### src/rtl/cansf_map.vh
`ifndef CANSF_MAP_VH
`define CANSF_MAP_VH
// ==========================================================
// register indices (byte address is four times the index)
`define CANSF_IDX_MODULE_CTRL 10'h100
`define CANSF_IDX_RX_FLAGS 10'h104
`define CANSF_IDX_RX_IRQ_EN 10'h105
`define CANSF_IDX_TX_FLAGS 10'h106
`define CANSF_IDX_TX_CTRL 10'h107
`define CANSF_IDX_RX_ERR_CNT 10'h10e
`define CANSF_IDX_TX_ERR_CNT 10'h10f
// ==========================================================
// rx status flag / rx irq enable bit positions
`define CANSF_BIT_WAKE 7
`define CANSF_BIT_RX_WARN 6
`define CANSF_BIT_TX_WARN 5
`define CANSF_BIT_RX_PASS 4
`define CANSF_BIT_TX_PASS 3
`define CANSF_BIT_BUS_OFF 2
`define CANSF_BIT_OVERRUN 1
`define CANSF_BIT_RX_FULL 0
// ==========================================================
// tx flag and tx control fields
`define CANSF_TXF_EMPTY_LSB 0
`define CANSF_TXF_ABORT_ACK_LSB 4
`define CANSF_TXC_IRQ_EN_LSB 0
`define CANSF_TXC_ABORT_REQ_LSB 4
// module control fields
`define CANSF_MC_SOFT_RESET 0
`define CANSF_MC_SLEEP_REQ 1
`define CANSF_MC_SLEEP_ACK 4
// ==========================================================
// reset values
`define CANSF_RST_RX_FLAGS 8'h00
`define CANSF_RST_RX_IRQ_EN 8'h00
`define CANSF_RST_TX_EMPTY 3'h7
`define CANSF_RST_TX_ABORT_ACK 3'h0
`define CANSF_RST_TX_CTRL 8'h00
`define CANSF_RST_SOFT_RESET 1'b0
// ==========================================================
// error count thresholds and bus-off recovery
`define CANSF_WARN_LIMIT 9'h060
`define CANSF_PASS_LOW 9'h080
`define CANSF_PASS_HIGH 9'h0ff
`define CANSF_BUS_OFF_SEQS 128
`define CANSF_RECESSIVE_BITS 11
`endif

### src/rtl/cansf_status_flags.v
// Operation
// - rx status flags readable; writing one clears, writing zero ignored
// - a one-write clears a flag only once its cause is gone
// - each rx flag has an enable; hard and soft reset zero flags
// - bus activity in sleep clears sleep acknowledge, then sets wake flag
// - rx warning set at rx count 96 or more, no passive/bus-off flag
// - tx warning set at tx count 96 or more, no passive/bus-off flag
// - rx passive set at rx count 128 to 255 without bus-off flag
// - tx passive set at tx count 128 to 255 without bus-off flag
// - tx count above 255 sets bus-off flag and enters bus-off state
// - bus-off flag stays until 128 runs of 11 recessive bits seen
// - overrun sets overrun flag; error irq from enabled error flags
// - rx full set when new good message lands in foreground buffer
// - no background-to-foreground swap while rx full is set
// - rx irq from rx full and enable; wake irq from wake and enable
// - soft reset holds rx flags, rx enables and tx flags in reset
// - eight rx enables read/write, reset zero, routed to three irqs
// - abort acks read only, empty flags write-one-clear, reset restores
// - abort ack set on dropped message; cleared with its empty flag
// - empty flag set on send or abort; tx irq with its enable
// - setting an empty flag clears that buffer's abort request
// - soft reset bit takes effect at once, aborting bus activity
// - each tx empty enable gates its buffer's empty interrupt
//
// Local design decision: the Wishbone interface to the registers.
`timescale 1ns/1ps
`include "cansf_map.vh"

module cansf_status_flags #(
   parameter CNT_W = 9,
   parameter NUM_TX = 3,
   parameter BUS_OFF_SEQS = `CANSF_BUS_OFF_SEQS
) (
   input wire ref_clk_in,
   input wire sys_rst_in,
   // wishbone classic slave
   input wire wb_cyc_in,
   input wire wb_stb_in,
   input wire wb_we_in,
   input wire [11:0] wb_adr_in,
   input wire [3:0] wb_sel_in,
   input wire [31:0] wb_dat_in,
   output reg [31:0] wb_dat_out,
   output reg wb_ack_out,
   // protocol engine events
   input wire bus_activity_in,
   input wire [CNT_W-1:0] rx_error_count_in,
   input wire [CNT_W-1:0] tx_error_count_in,
   input wire recessive_run_in,
   input wire overrun_in,
   input wire rx_msg_done_in,
   input wire [NUM_TX-1:0] tx_sent_in,
   input wire [NUM_TX-1:0] tx_aborted_in,
   // outputs to the engine
   output reg rx_swap_out,
   output reg soft_reset_out,
   output reg sleep_acknowledge_out,
   output reg bus_off_state_out,
   output reg [NUM_TX-1:0] abort_request_out,
   output reg [NUM_TX-1:0] tx_pending_out,
   // interrupt requests
   output wire wake_irq_out,
   output wire error_irq_out,
   output wire rx_irq_out,
   output wire tx_irq_out
);

   // ==========================================================
   // bus decode
   function hit;
      input [9:0] idx;
      input [9:0] want;
      begin
         hit = (idx == want);
      end
   endfunction

   // recovery counter; BUS_OFF_SEQS above 256 needs it wider
   localparam SEQ_W = 8;
   // reset values as vectors so each bit is picked by index
   // limitation: tx vectors cover three buffers only
   localparam [7:0] RST_RX_FLAGS = `CANSF_RST_RX_FLAGS;
   localparam [2:0] RST_TX_EMPTY = `CANSF_RST_TX_EMPTY;
   localparam [2:0] RST_TX_ABORT = `CANSF_RST_TX_ABORT_ACK;

   wire [9:0] idx;
   wire req;
   wire wr;
   wire wr_rx_flags;
   wire wr_rx_en;
   wire wr_tx_flags;
   wire wr_tx_ctrl;
   wire wr_mod_ctrl;

   assign idx = wb_adr_in[11:2];
   // access takes effect on the edge that raises ack
   assign req = wb_cyc_in & wb_stb_in & ~wb_ack_out;
   assign wr = req & wb_we_in & wb_sel_in[0];
   assign wr_rx_flags = wr & hit(idx, `CANSF_IDX_RX_FLAGS);
   assign wr_rx_en = wr & hit(idx, `CANSF_IDX_RX_IRQ_EN);
   assign wr_tx_flags = wr & hit(idx, `CANSF_IDX_TX_FLAGS);
   assign wr_tx_ctrl = wr & hit(idx, `CANSF_IDX_TX_CTRL);
   assign wr_mod_ctrl = wr & hit(idx, `CANSF_IDX_MODULE_CTRL);

   // ==========================================================
   // state
   reg [7:0] rx_flags;
   reg [7:0] rx_irq_enable;
   reg [NUM_TX-1:0] tx_buffer_empty;
   reg [NUM_TX-1:0] abort_acknowledge;
   reg [NUM_TX-1:0] tx_empty_irq_enable;
   reg sleep_request;
   reg wake_pending;
   reg bg_valid;
   reg [SEQ_W-1:0] seq_count;

   wire clr_soft;
   assign clr_soft = sys_rst_in | soft_reset_out;

   // ==========================================================
   // set causes and still-valid conditions per rx flag
   wire rx_warn_lvl;
   wire tx_warn_lvl;
   wire rx_pass_lvl;
   wire tx_pass_lvl;
   wire tx_over_lvl;
   wire no_err_flags;
   wire swap_now;
   wire lost_msg;
   reg [7:0] set_vec;
   reg [7:0] hold_vec;

   assign rx_warn_lvl = rx_error_count_in >= `CANSF_WARN_LIMIT;
   assign tx_warn_lvl = tx_error_count_in >= `CANSF_WARN_LIMIT;
   assign rx_pass_lvl = (rx_error_count_in >= `CANSF_PASS_LOW) &
      (rx_error_count_in <= `CANSF_PASS_HIGH);
   assign tx_pass_lvl = (tx_error_count_in >= `CANSF_PASS_LOW) &
      (tx_error_count_in <= `CANSF_PASS_HIGH);
   assign tx_over_lvl = tx_error_count_in > `CANSF_PASS_HIGH;
   assign no_err_flags = ~rx_flags[`CANSF_BIT_RX_PASS] &
      ~rx_flags[`CANSF_BIT_TX_PASS] & ~rx_flags[`CANSF_BIT_BUS_OFF];

   // foreground swap only while rx full is clear
   assign swap_now = (rx_msg_done_in | bg_valid) &
      ~rx_flags[`CANSF_BIT_RX_FULL] & ~soft_reset_out;
   // a third message with both buffers busy is lost
   assign lost_msg = rx_msg_done_in & bg_valid &
      rx_flags[`CANSF_BIT_RX_FULL];

   always @* begin
      set_vec = 8'h00;
      hold_vec = 8'h00;
      set_vec[`CANSF_BIT_WAKE] = wake_pending;
      set_vec[`CANSF_BIT_RX_WARN] = rx_warn_lvl & no_err_flags;
      set_vec[`CANSF_BIT_TX_WARN] = tx_warn_lvl & no_err_flags;
      set_vec[`CANSF_BIT_RX_PASS] = rx_pass_lvl &
         ~rx_flags[`CANSF_BIT_BUS_OFF];
      set_vec[`CANSF_BIT_TX_PASS] = tx_pass_lvl &
         ~rx_flags[`CANSF_BIT_BUS_OFF];
      set_vec[`CANSF_BIT_BUS_OFF] = tx_over_lvl;
      set_vec[`CANSF_BIT_OVERRUN] = overrun_in | lost_msg;
      set_vec[`CANSF_BIT_RX_FULL] = swap_now;
      // a cause still present blocks the clear
      hold_vec[`CANSF_BIT_RX_WARN] = rx_warn_lvl;
      hold_vec[`CANSF_BIT_TX_WARN] = tx_warn_lvl;
      hold_vec[`CANSF_BIT_RX_PASS] = rx_pass_lvl;
      hold_vec[`CANSF_BIT_TX_PASS] = tx_pass_lvl;
      hold_vec[`CANSF_BIT_BUS_OFF] = bus_off_state_out;
   end

   // ==========================================================
   // rx status flags
   genvar gi;
   generate
      for (gi = 0; gi < 8; gi = gi + 1) begin : g_rx_flag
         wire clr_req;
         assign clr_req = wr_rx_flags & wb_dat_in[gi] & ~hold_vec[gi];
         always @(posedge ref_clk_in) begin
            if (clr_soft) begin
               rx_flags[gi] <= RST_RX_FLAGS[gi];
            end else if (set_vec[gi]) begin
               rx_flags[gi] <= 1'b1;
            end else if (clr_req) begin
               rx_flags[gi] <= 1'b0;
            end
         end
      end
   endgenerate

   // ==========================================================
   // rx interrupt enables
   always @(posedge ref_clk_in) begin
      if (clr_soft) begin
         rx_irq_enable <= `CANSF_RST_RX_IRQ_EN;
      end else if (wr_rx_en) begin
         rx_irq_enable <= wb_dat_in[7:0];
      end
   end

   // ==========================================================
   // receive buffer hand-off
   always @(posedge ref_clk_in) begin
      if (clr_soft) begin
         bg_valid <= 1'b0;
         rx_swap_out <= 1'b0;
      end else begin
         rx_swap_out <= swap_now;
         if (swap_now) begin
            bg_valid <= 1'b0;
         end else if (rx_msg_done_in) begin
            bg_valid <= 1'b1;
         end
      end
   end

   // ==========================================================
   // bus-off state and recovery counting
   always @(posedge ref_clk_in) begin
      if (sys_rst_in) begin
         bus_off_state_out <= 1'b0;
         seq_count <= {SEQ_W{1'b0}};
      end else if (tx_over_lvl) begin
         bus_off_state_out <= 1'b1;
         seq_count <= {SEQ_W{1'b0}};
      end else if (bus_off_state_out & recessive_run_in) begin
         // counting survives soft reset, as the counters do
         if (seq_count == BUS_OFF_SEQS - 1) begin
            bus_off_state_out <= 1'b0;
            seq_count <= {SEQ_W{1'b0}};
         end else begin
            seq_count <= seq_count + 1'b1;
         end
      end
   end

   // ==========================================================
   // module control: soft reset and sleep
   always @(posedge ref_clk_in) begin
      if (sys_rst_in) begin
         soft_reset_out <= `CANSF_RST_SOFT_RESET;
         sleep_request <= 1'b0;
         sleep_acknowledge_out <= 1'b0;
         wake_pending <= 1'b0;
      end else begin
         wake_pending <= 1'b0;
         if (wr_mod_ctrl) begin
            soft_reset_out <= wb_dat_in[`CANSF_MC_SOFT_RESET];
         end
         if (soft_reset_out) begin
            sleep_request <= 1'b0;
            sleep_acknowledge_out <= 1'b0;
         end else if (sleep_acknowledge_out & bus_activity_in) begin
            // ack drops first, wake flag follows one cycle later
            sleep_acknowledge_out <= 1'b0;
            sleep_request <= 1'b0;
            wake_pending <= 1'b1;
         end else begin
            if (wr_mod_ctrl) begin
               sleep_request <= wb_dat_in[`CANSF_MC_SLEEP_REQ];
            end
            sleep_acknowledge_out <= sleep_request;
         end
      end
   end

   // ==========================================================
   // transmit buffer flags and control
   generate
      for (gi = 0; gi < NUM_TX; gi = gi + 1) begin : g_tx
         wire set_empty;
         wire clr_empty;
         assign set_empty = tx_sent_in[gi] | tx_aborted_in[gi];
         assign clr_empty = wr_tx_flags &
            wb_dat_in[`CANSF_TXF_EMPTY_LSB + gi];
         always @(posedge ref_clk_in) begin
            if (clr_soft) begin
               tx_buffer_empty[gi] <= RST_TX_EMPTY[gi];
               abort_acknowledge[gi] <= RST_TX_ABORT[gi];
               abort_request_out[gi] <= 1'b0;
               tx_empty_irq_enable[gi] <= 1'b0;
               tx_pending_out[gi] <= ~RST_TX_EMPTY[gi];
            end else begin
               if (set_empty) begin
                  tx_buffer_empty[gi] <= 1'b1;
                  tx_pending_out[gi] <= 1'b0;
               end else if (clr_empty) begin
                  tx_buffer_empty[gi] <= 1'b0;
                  tx_pending_out[gi] <= 1'b1;
               end
               if (tx_aborted_in[gi]) begin
                  abort_acknowledge[gi] <= 1'b1;
               end else if (clr_empty) begin
                  abort_acknowledge[gi] <= 1'b0;
               end
               // cpu may only set a request; hardware clears it
               if (set_empty) begin
                  abort_request_out[gi] <= 1'b0;
               end else if (wr_tx_ctrl &
                  wb_dat_in[`CANSF_TXC_ABORT_REQ_LSB + gi]) begin
                  abort_request_out[gi] <= 1'b1;
               end
               if (wr_tx_ctrl) begin
                  tx_empty_irq_enable[gi] <=
                     wb_dat_in[`CANSF_TXC_IRQ_EN_LSB + gi];
               end
            end
         end
      end
   endgenerate

   // ==========================================================
   // interrupt request levels
   wire [7:0] rx_act;
   assign rx_act = rx_flags & rx_irq_enable;
   assign wake_irq_out = rx_act[`CANSF_BIT_WAKE];
   assign rx_irq_out = rx_act[`CANSF_BIT_RX_FULL];
   assign error_irq_out = |rx_act[6:1];
   assign tx_irq_out =
      |(tx_buffer_empty & tx_empty_irq_enable);

   // ==========================================================
   // read mux and ack
   reg [31:0] next_rd;
   always @* begin
      next_rd = 32'h0000_0000;
      case (idx)
         `CANSF_IDX_MODULE_CTRL: begin
            next_rd[`CANSF_MC_SOFT_RESET] = soft_reset_out;
            next_rd[`CANSF_MC_SLEEP_REQ] = sleep_request;
            next_rd[`CANSF_MC_SLEEP_ACK] = sleep_acknowledge_out;
         end
         `CANSF_IDX_RX_FLAGS: begin
            next_rd[7:0] = rx_flags;
         end
         `CANSF_IDX_RX_IRQ_EN: begin
            next_rd[7:0] = rx_irq_enable;
         end
         `CANSF_IDX_TX_FLAGS: begin
            next_rd[`CANSF_TXF_EMPTY_LSB +: NUM_TX] = tx_buffer_empty;
            next_rd[`CANSF_TXF_ABORT_ACK_LSB +: NUM_TX] = abort_acknowledge;
         end
         `CANSF_IDX_TX_CTRL: begin
            next_rd[`CANSF_TXC_IRQ_EN_LSB +: NUM_TX] = tx_empty_irq_enable;
            next_rd[`CANSF_TXC_ABORT_REQ_LSB +: NUM_TX] = abort_request_out;
         end
         `CANSF_IDX_RX_ERR_CNT: begin
            next_rd[CNT_W-1:0] = rx_error_count_in;
         end
         `CANSF_IDX_TX_ERR_CNT: begin
            next_rd[CNT_W-1:0] = tx_error_count_in;
         end
         default: begin
            next_rd = 32'h0000_0000;
         end
      endcase
   end

   always @(posedge ref_clk_in) begin
      if (sys_rst_in) begin
         wb_ack_out <= 1'b0;
         wb_dat_out <= 32'h0000_0000;
      end else begin
         // no wait states: ack always one cycle after the take
         wb_ack_out <= req;
         if (req & ~wb_we_in) begin
            wb_dat_out <= next_rd;
         end
      end
   end

endmodule // cansf_status_flags

### config.mk
export PLATFORM = sky130hd
export DESIGN_NAME = cansf_status_flags
export DESIGN_NICKNAME = d
export VERILOG_FILES = /design/src/rtl/cansf_status_flags.v
export VERILOG_INCLUDE_DIRS = /design/src /design/src/rtl
export SDC_FILE = /design/constraint.sdc
export NUM_CORES = 1
export LEC_CHECK = 0
export BUFFER_PORTS_ARGS = -buffer_cell sky130_fd_sc_hd__buf_2
export CAP_MARGIN = 10
export CORE_MARGIN = 2
export CORE_UTILIZATION = 45
export CTS_BUF_LIST = sky130_fd_sc_hd__clkbuf_4 sky130_fd_sc_hd__clkbuf_8
export DETAILED_ROUTE_END_ITERATION = 10
export MAX_ROUTING_LAYER = met4
export PLACE_DENSITY = 0.8
export SKIP_CTS_REPAIR_TIMING = 1
export SLEW_MARGIN = 20
export SYNTH_ARGS = -nofsm -noshare
export SYNTH_HDL_FRONTEND = slang
export SYNTH_SLANG_ARGS = --single-unit
### constraint.sdc
create_clock -name ref_clk_in -period 2.2 [get_ports ref_clk_in]
set_input_delay 0.55 -clock ref_clk_in [delete_from_list [all_inputs] [get_ports ref_clk_in]]
set_output_delay 0.55 -clock ref_clk_in [all_outputs]
set_load 0.02 [all_outputs]
==> summary.md <==
| Metric | Value |
|---|---|
| Gpl congestion | 0.8808 |
| Placed cell area | 3413 µm² |
| Max VDD drop | 0.4695 mV |
| Max cap viols | 0 |
| Post-synth EDFFs | 0 |
| Switching Share | 26.86% |
| Later-pin clock latency in the skew report | 0.32 ns |
| Vias in the first global route | 2784 |
| Critical Path RT | 1.65 ns |
| Outcome | complete, but fails checks |
| Clock sink total | 56 |
| Clk pwr share | 34.6% |
| F_max | 548.9 MHz |
| Fin crit share | 82.81% |
| Critical path endpoint category | primary output |
| # setup viols final | 0 |
| Fin. max-slew vios | 0 |
| Initial Utilization | 46.87% |
| Routed Antenna Nets | 0 |
| Critical Path AT | 1.27 ns |
| Pin count of the biggest net entering global routing | 19 |
| Die W | 85.79 µm |
| End of the critical path | tx_irq_out |
| Clock Tree Root | clkbuf_8 |
| Worst Skew | 0.007826 ns |
| Pint | 0.001500 W |
| Top-level port count | 128 |
| Synth Register Bits | 56 |
| Design area | 3528 µm² |
| CP delay by family, top | compound AO/OA/AOI/OAI gates |
| DP HPWL | 6330 µm |
| Async SR Flop Fraction | 0% |
| Startpoint types | flop |
| Syn avg cell area | 8.504 µm² |
| Sequential fraction of the synthesis area | 37.24% |
| H-tree depth | 2 |
| Mux cell area share after synthesis | 7.980% |
| Syn. warnings | 0 |
| Via count of the routed design | 2914 |
| Setup slack, reg-to-reg | 0.72 ns |
| Critical Path Stages | 3 |
| Post-synthesis simple-gate area fraction | 22.53% |
| CP startpoint | tx_buffer_empty[2] |
| Wirelength per Cell | 15.94 µm |
| Setup tns final | 0 ns |
| Global route overflow | 0 |
| Kind of critical path | flop to primary output |
| Core Util, Final | 54.94% |
| Fin nets | 512 |
| Vias per cell | 5.736 |
| Post-Synth XOR/XNOR Area | 2.328% |
| Pwr/cell area | 581.3 nW/µm² |
| Initial antenna violation count | 0 |
| Syn Inst Count | 354 |
| # rows | 29 |
| CP bufs+invs | 2 |
| Slowest cell delay on critical path | 0.38 ns |
| Compound-Gate Fraction of Synth Area | 19.24% |
| Layout fillers | 610 |
| Crit-path max FO | 3 |
| Initial DRC Count | 272 |
| First-pass GRT wire length | 13230 µm |
| Die outline height | 85.79 µm |
| Area share of fa/ha/maj cells after synthesis | 0.4156% |
| Lkg Pwr | 1.475 nW |
| Minimum clock period after layout | 1.822 ns |
| Final count of hold timing violations | 0 |
| All-Layer GR Usage | 23.20% |
| Failing checks | DRC |
| RR Startpoint | wb_ack_out |
| DR DRC count | 9 |
| Layout cells sized above 1 | 25.75% |
| Top FF cell, synth | dfxtp_1 |
| Setup repair after global routing missed its margin | false |
| Largest family of logic cells by synthesized area | simple AND/OR/NAND/NOR gates |
| Max clock buf depth | 2 |
| WL final | 8100 µm |
| Yosys cell types | 54 |
| Area of the mapped netlist | 3010 µm² |
| Slowest stage cell, crit path | a222oi_1 |
| Reg power frac | 51.4% |
| DR pass1 iterations | 8 |
| CTS tree | done |
| Net Switching | 0.0005509 W |
| Ant. Diodes | 0 |
| CTS Buf Count | 5 |
| Die ar. | 7360 µm² |
| Combinational share of power | 14.0% |
| Worst hold margin | 0.4336 ns |
| Port bufs | 75 |
| R2R Path End | wb_dat_out[3] |
| Placeable core area | 6422 µm² |
| R2R depth | 5 |
| Crit-path cells | a222oi_1 -> inv_1 -> buf_2 |
| Layout area overhead | 17.21% |
| Clock-pin slew on the worst setup and hold paths | 0.10 ns |
| Worst hold-check path type | input pin to flop |
[layout make-up]
| cell class | instances | area (µm²) | share of cell area [%] |
|---|---|---|---|
| multi-input combinational | 266 | 1667 | 47.23 |
| clock buffer | 6 | 76.32 | 2.163 |
| tap | 77 | 96.34 | 2.730 |
| sequential | 56 | 1121 | 31.77 |
| timing repair buffer | 90 | 488.0 | 13.83 |
| clock inverter | 2 | 38.79 | 1.099 |
| inverter | 11 | 41.29 | 1.170 |
[cell usage in the layout (no fill, tap or decap), types with 5 or more instances in the layout]
master,netlist,layout
nand3_1,16,16
buf_4,24,15
a22oi_1,6,6
clkbuf_8,0,5
xnor2_1,6,6
dfxtp_1,56,56
conb_1,1,23
nor2_1,26,26
nand4_1,9,9
a21oi_1,30,30
nand2_1,18,18
nor2b_1,9,9
o21ai_0,24,24
a31oi_1,6,6
buf_2,10,75
mux2i_1,15,15
nor3_1,14,14
o21a_1,5,5
inv_1,11,11
[state kept, by name, indices dropped and copies added, names as in the netlist, 3 cells and up]
name / cells
rx_irq_enable: 8
rx_flags: 8
seq_count: 8
abort_acknowledge: 3
wb_dat_out: 9
tx_buffer_empty: 3
tx_empty_irq_enable: 3
tx_pending_out: 3
abort_request_out: 3
[worst register-to-register path, stage by stage, from the launching register on]
cell	delay (ns)
dfxtp_1	0.34
nor4bb_1	0.43
buf_4	0.24
and4_2	0.25
a22oi_1	0.08
nor2_1	0.10
[Yosys cell counts, types with 8 or more instances]
| cell | n | area, µm² |
|---|---|---|
| nand3_1 | 16 | 80.08 |
| o21ai_0 | 24 | 120.1 |
| inv_1 | 11 | 41.29 |
| nor2_1 | 26 | 97.59 |
| dfxtp_1 | 56 | 1121 |
| buf_4 | 24 | 180.2 |
| nor2b_1 | 9 | 56.30 |
| nand4_1 | 9 | 56.30 |
| a21oi_1 | 30 | 150.1 |
| clkbuf_1 | 8 | 30.03 |
| buf_2 | 10 | 50.05 |
| nand2_1 | 18 | 67.56 |
| mux2i_1 | 15 | 150.1 |
| nor3_1 | 14 | 70.07 |
[per-stage QoR]
step / cells / setup WS, ns / power (W)
3_3_place_gp: 500 / 0.1972 / 0.001353
2_1_floorplan: 376 / 0.3052 / 0.001280
4_1_cts: 508 / 0.3880 / 0.002052
3_5_place_dp: 500 / 0.1666 / 0.001361
5_1_grt: 508 / 0.2879 / 0.002125
6_report: 508 / 0.3783 / 0.002051
[cells by family after synthesis]
| logic type | after synthesis |
|---|---|
| compound gates | 93 |
| xor+xnor | 8 |
| fa+ha+maj | 1 |
| buf+inv | 54 |
| flops | 56 |
| mux | 20 |
| other cells | 1 |
| simple gates | 121 |
[worst min path at each step]
stage | to | slack, ns | cells after the start | from
floorplan | rx_flags[7] | 0.44 | 2 | wake_pending
global placement | rx_flags[7] | 0.44 | 2 | wake_pending
detailed placement | tx_pending_out[2] | 0.45 | 1 | tx_pending_out[2]
CTS | rx_flags[7] | 0.44 | 2 | wb_dat_in[7]
global route | rx_flags[7] | 0.43 | 2 | wb_dat_in[7]
finish | rx_flags[7] | 0.43 | 2 | wb_dat_in[7]
[power by group through the flow]
stage | logic [W] | registers (W) | clock network, W
floorplan | 0.000205 | 0.00107 | 0
global placement | 0.000277 | 0.00108 | 0
detailed placement | 0.000284 | 0.00108 | 0
CTS | 0.000285 | 0.00105 | 0.000714
global route | 0.000314 | 0.00106 | 0.000753
finish | 0.000287 | 0.00105 | 0.000710
[routing by layer]
layer / vias up / track usage, % / wire length [µm]
met3: 26 / 4.235 / 717
li1: 1388 / - / -
met5: - / - / 0
met1: 1334 / 28.74 / 3363
met4: 0 / 7.359 / 174
met2: 166 / 38.42 / 3845
Note: power is estimated with default switching activity, not from simulation.
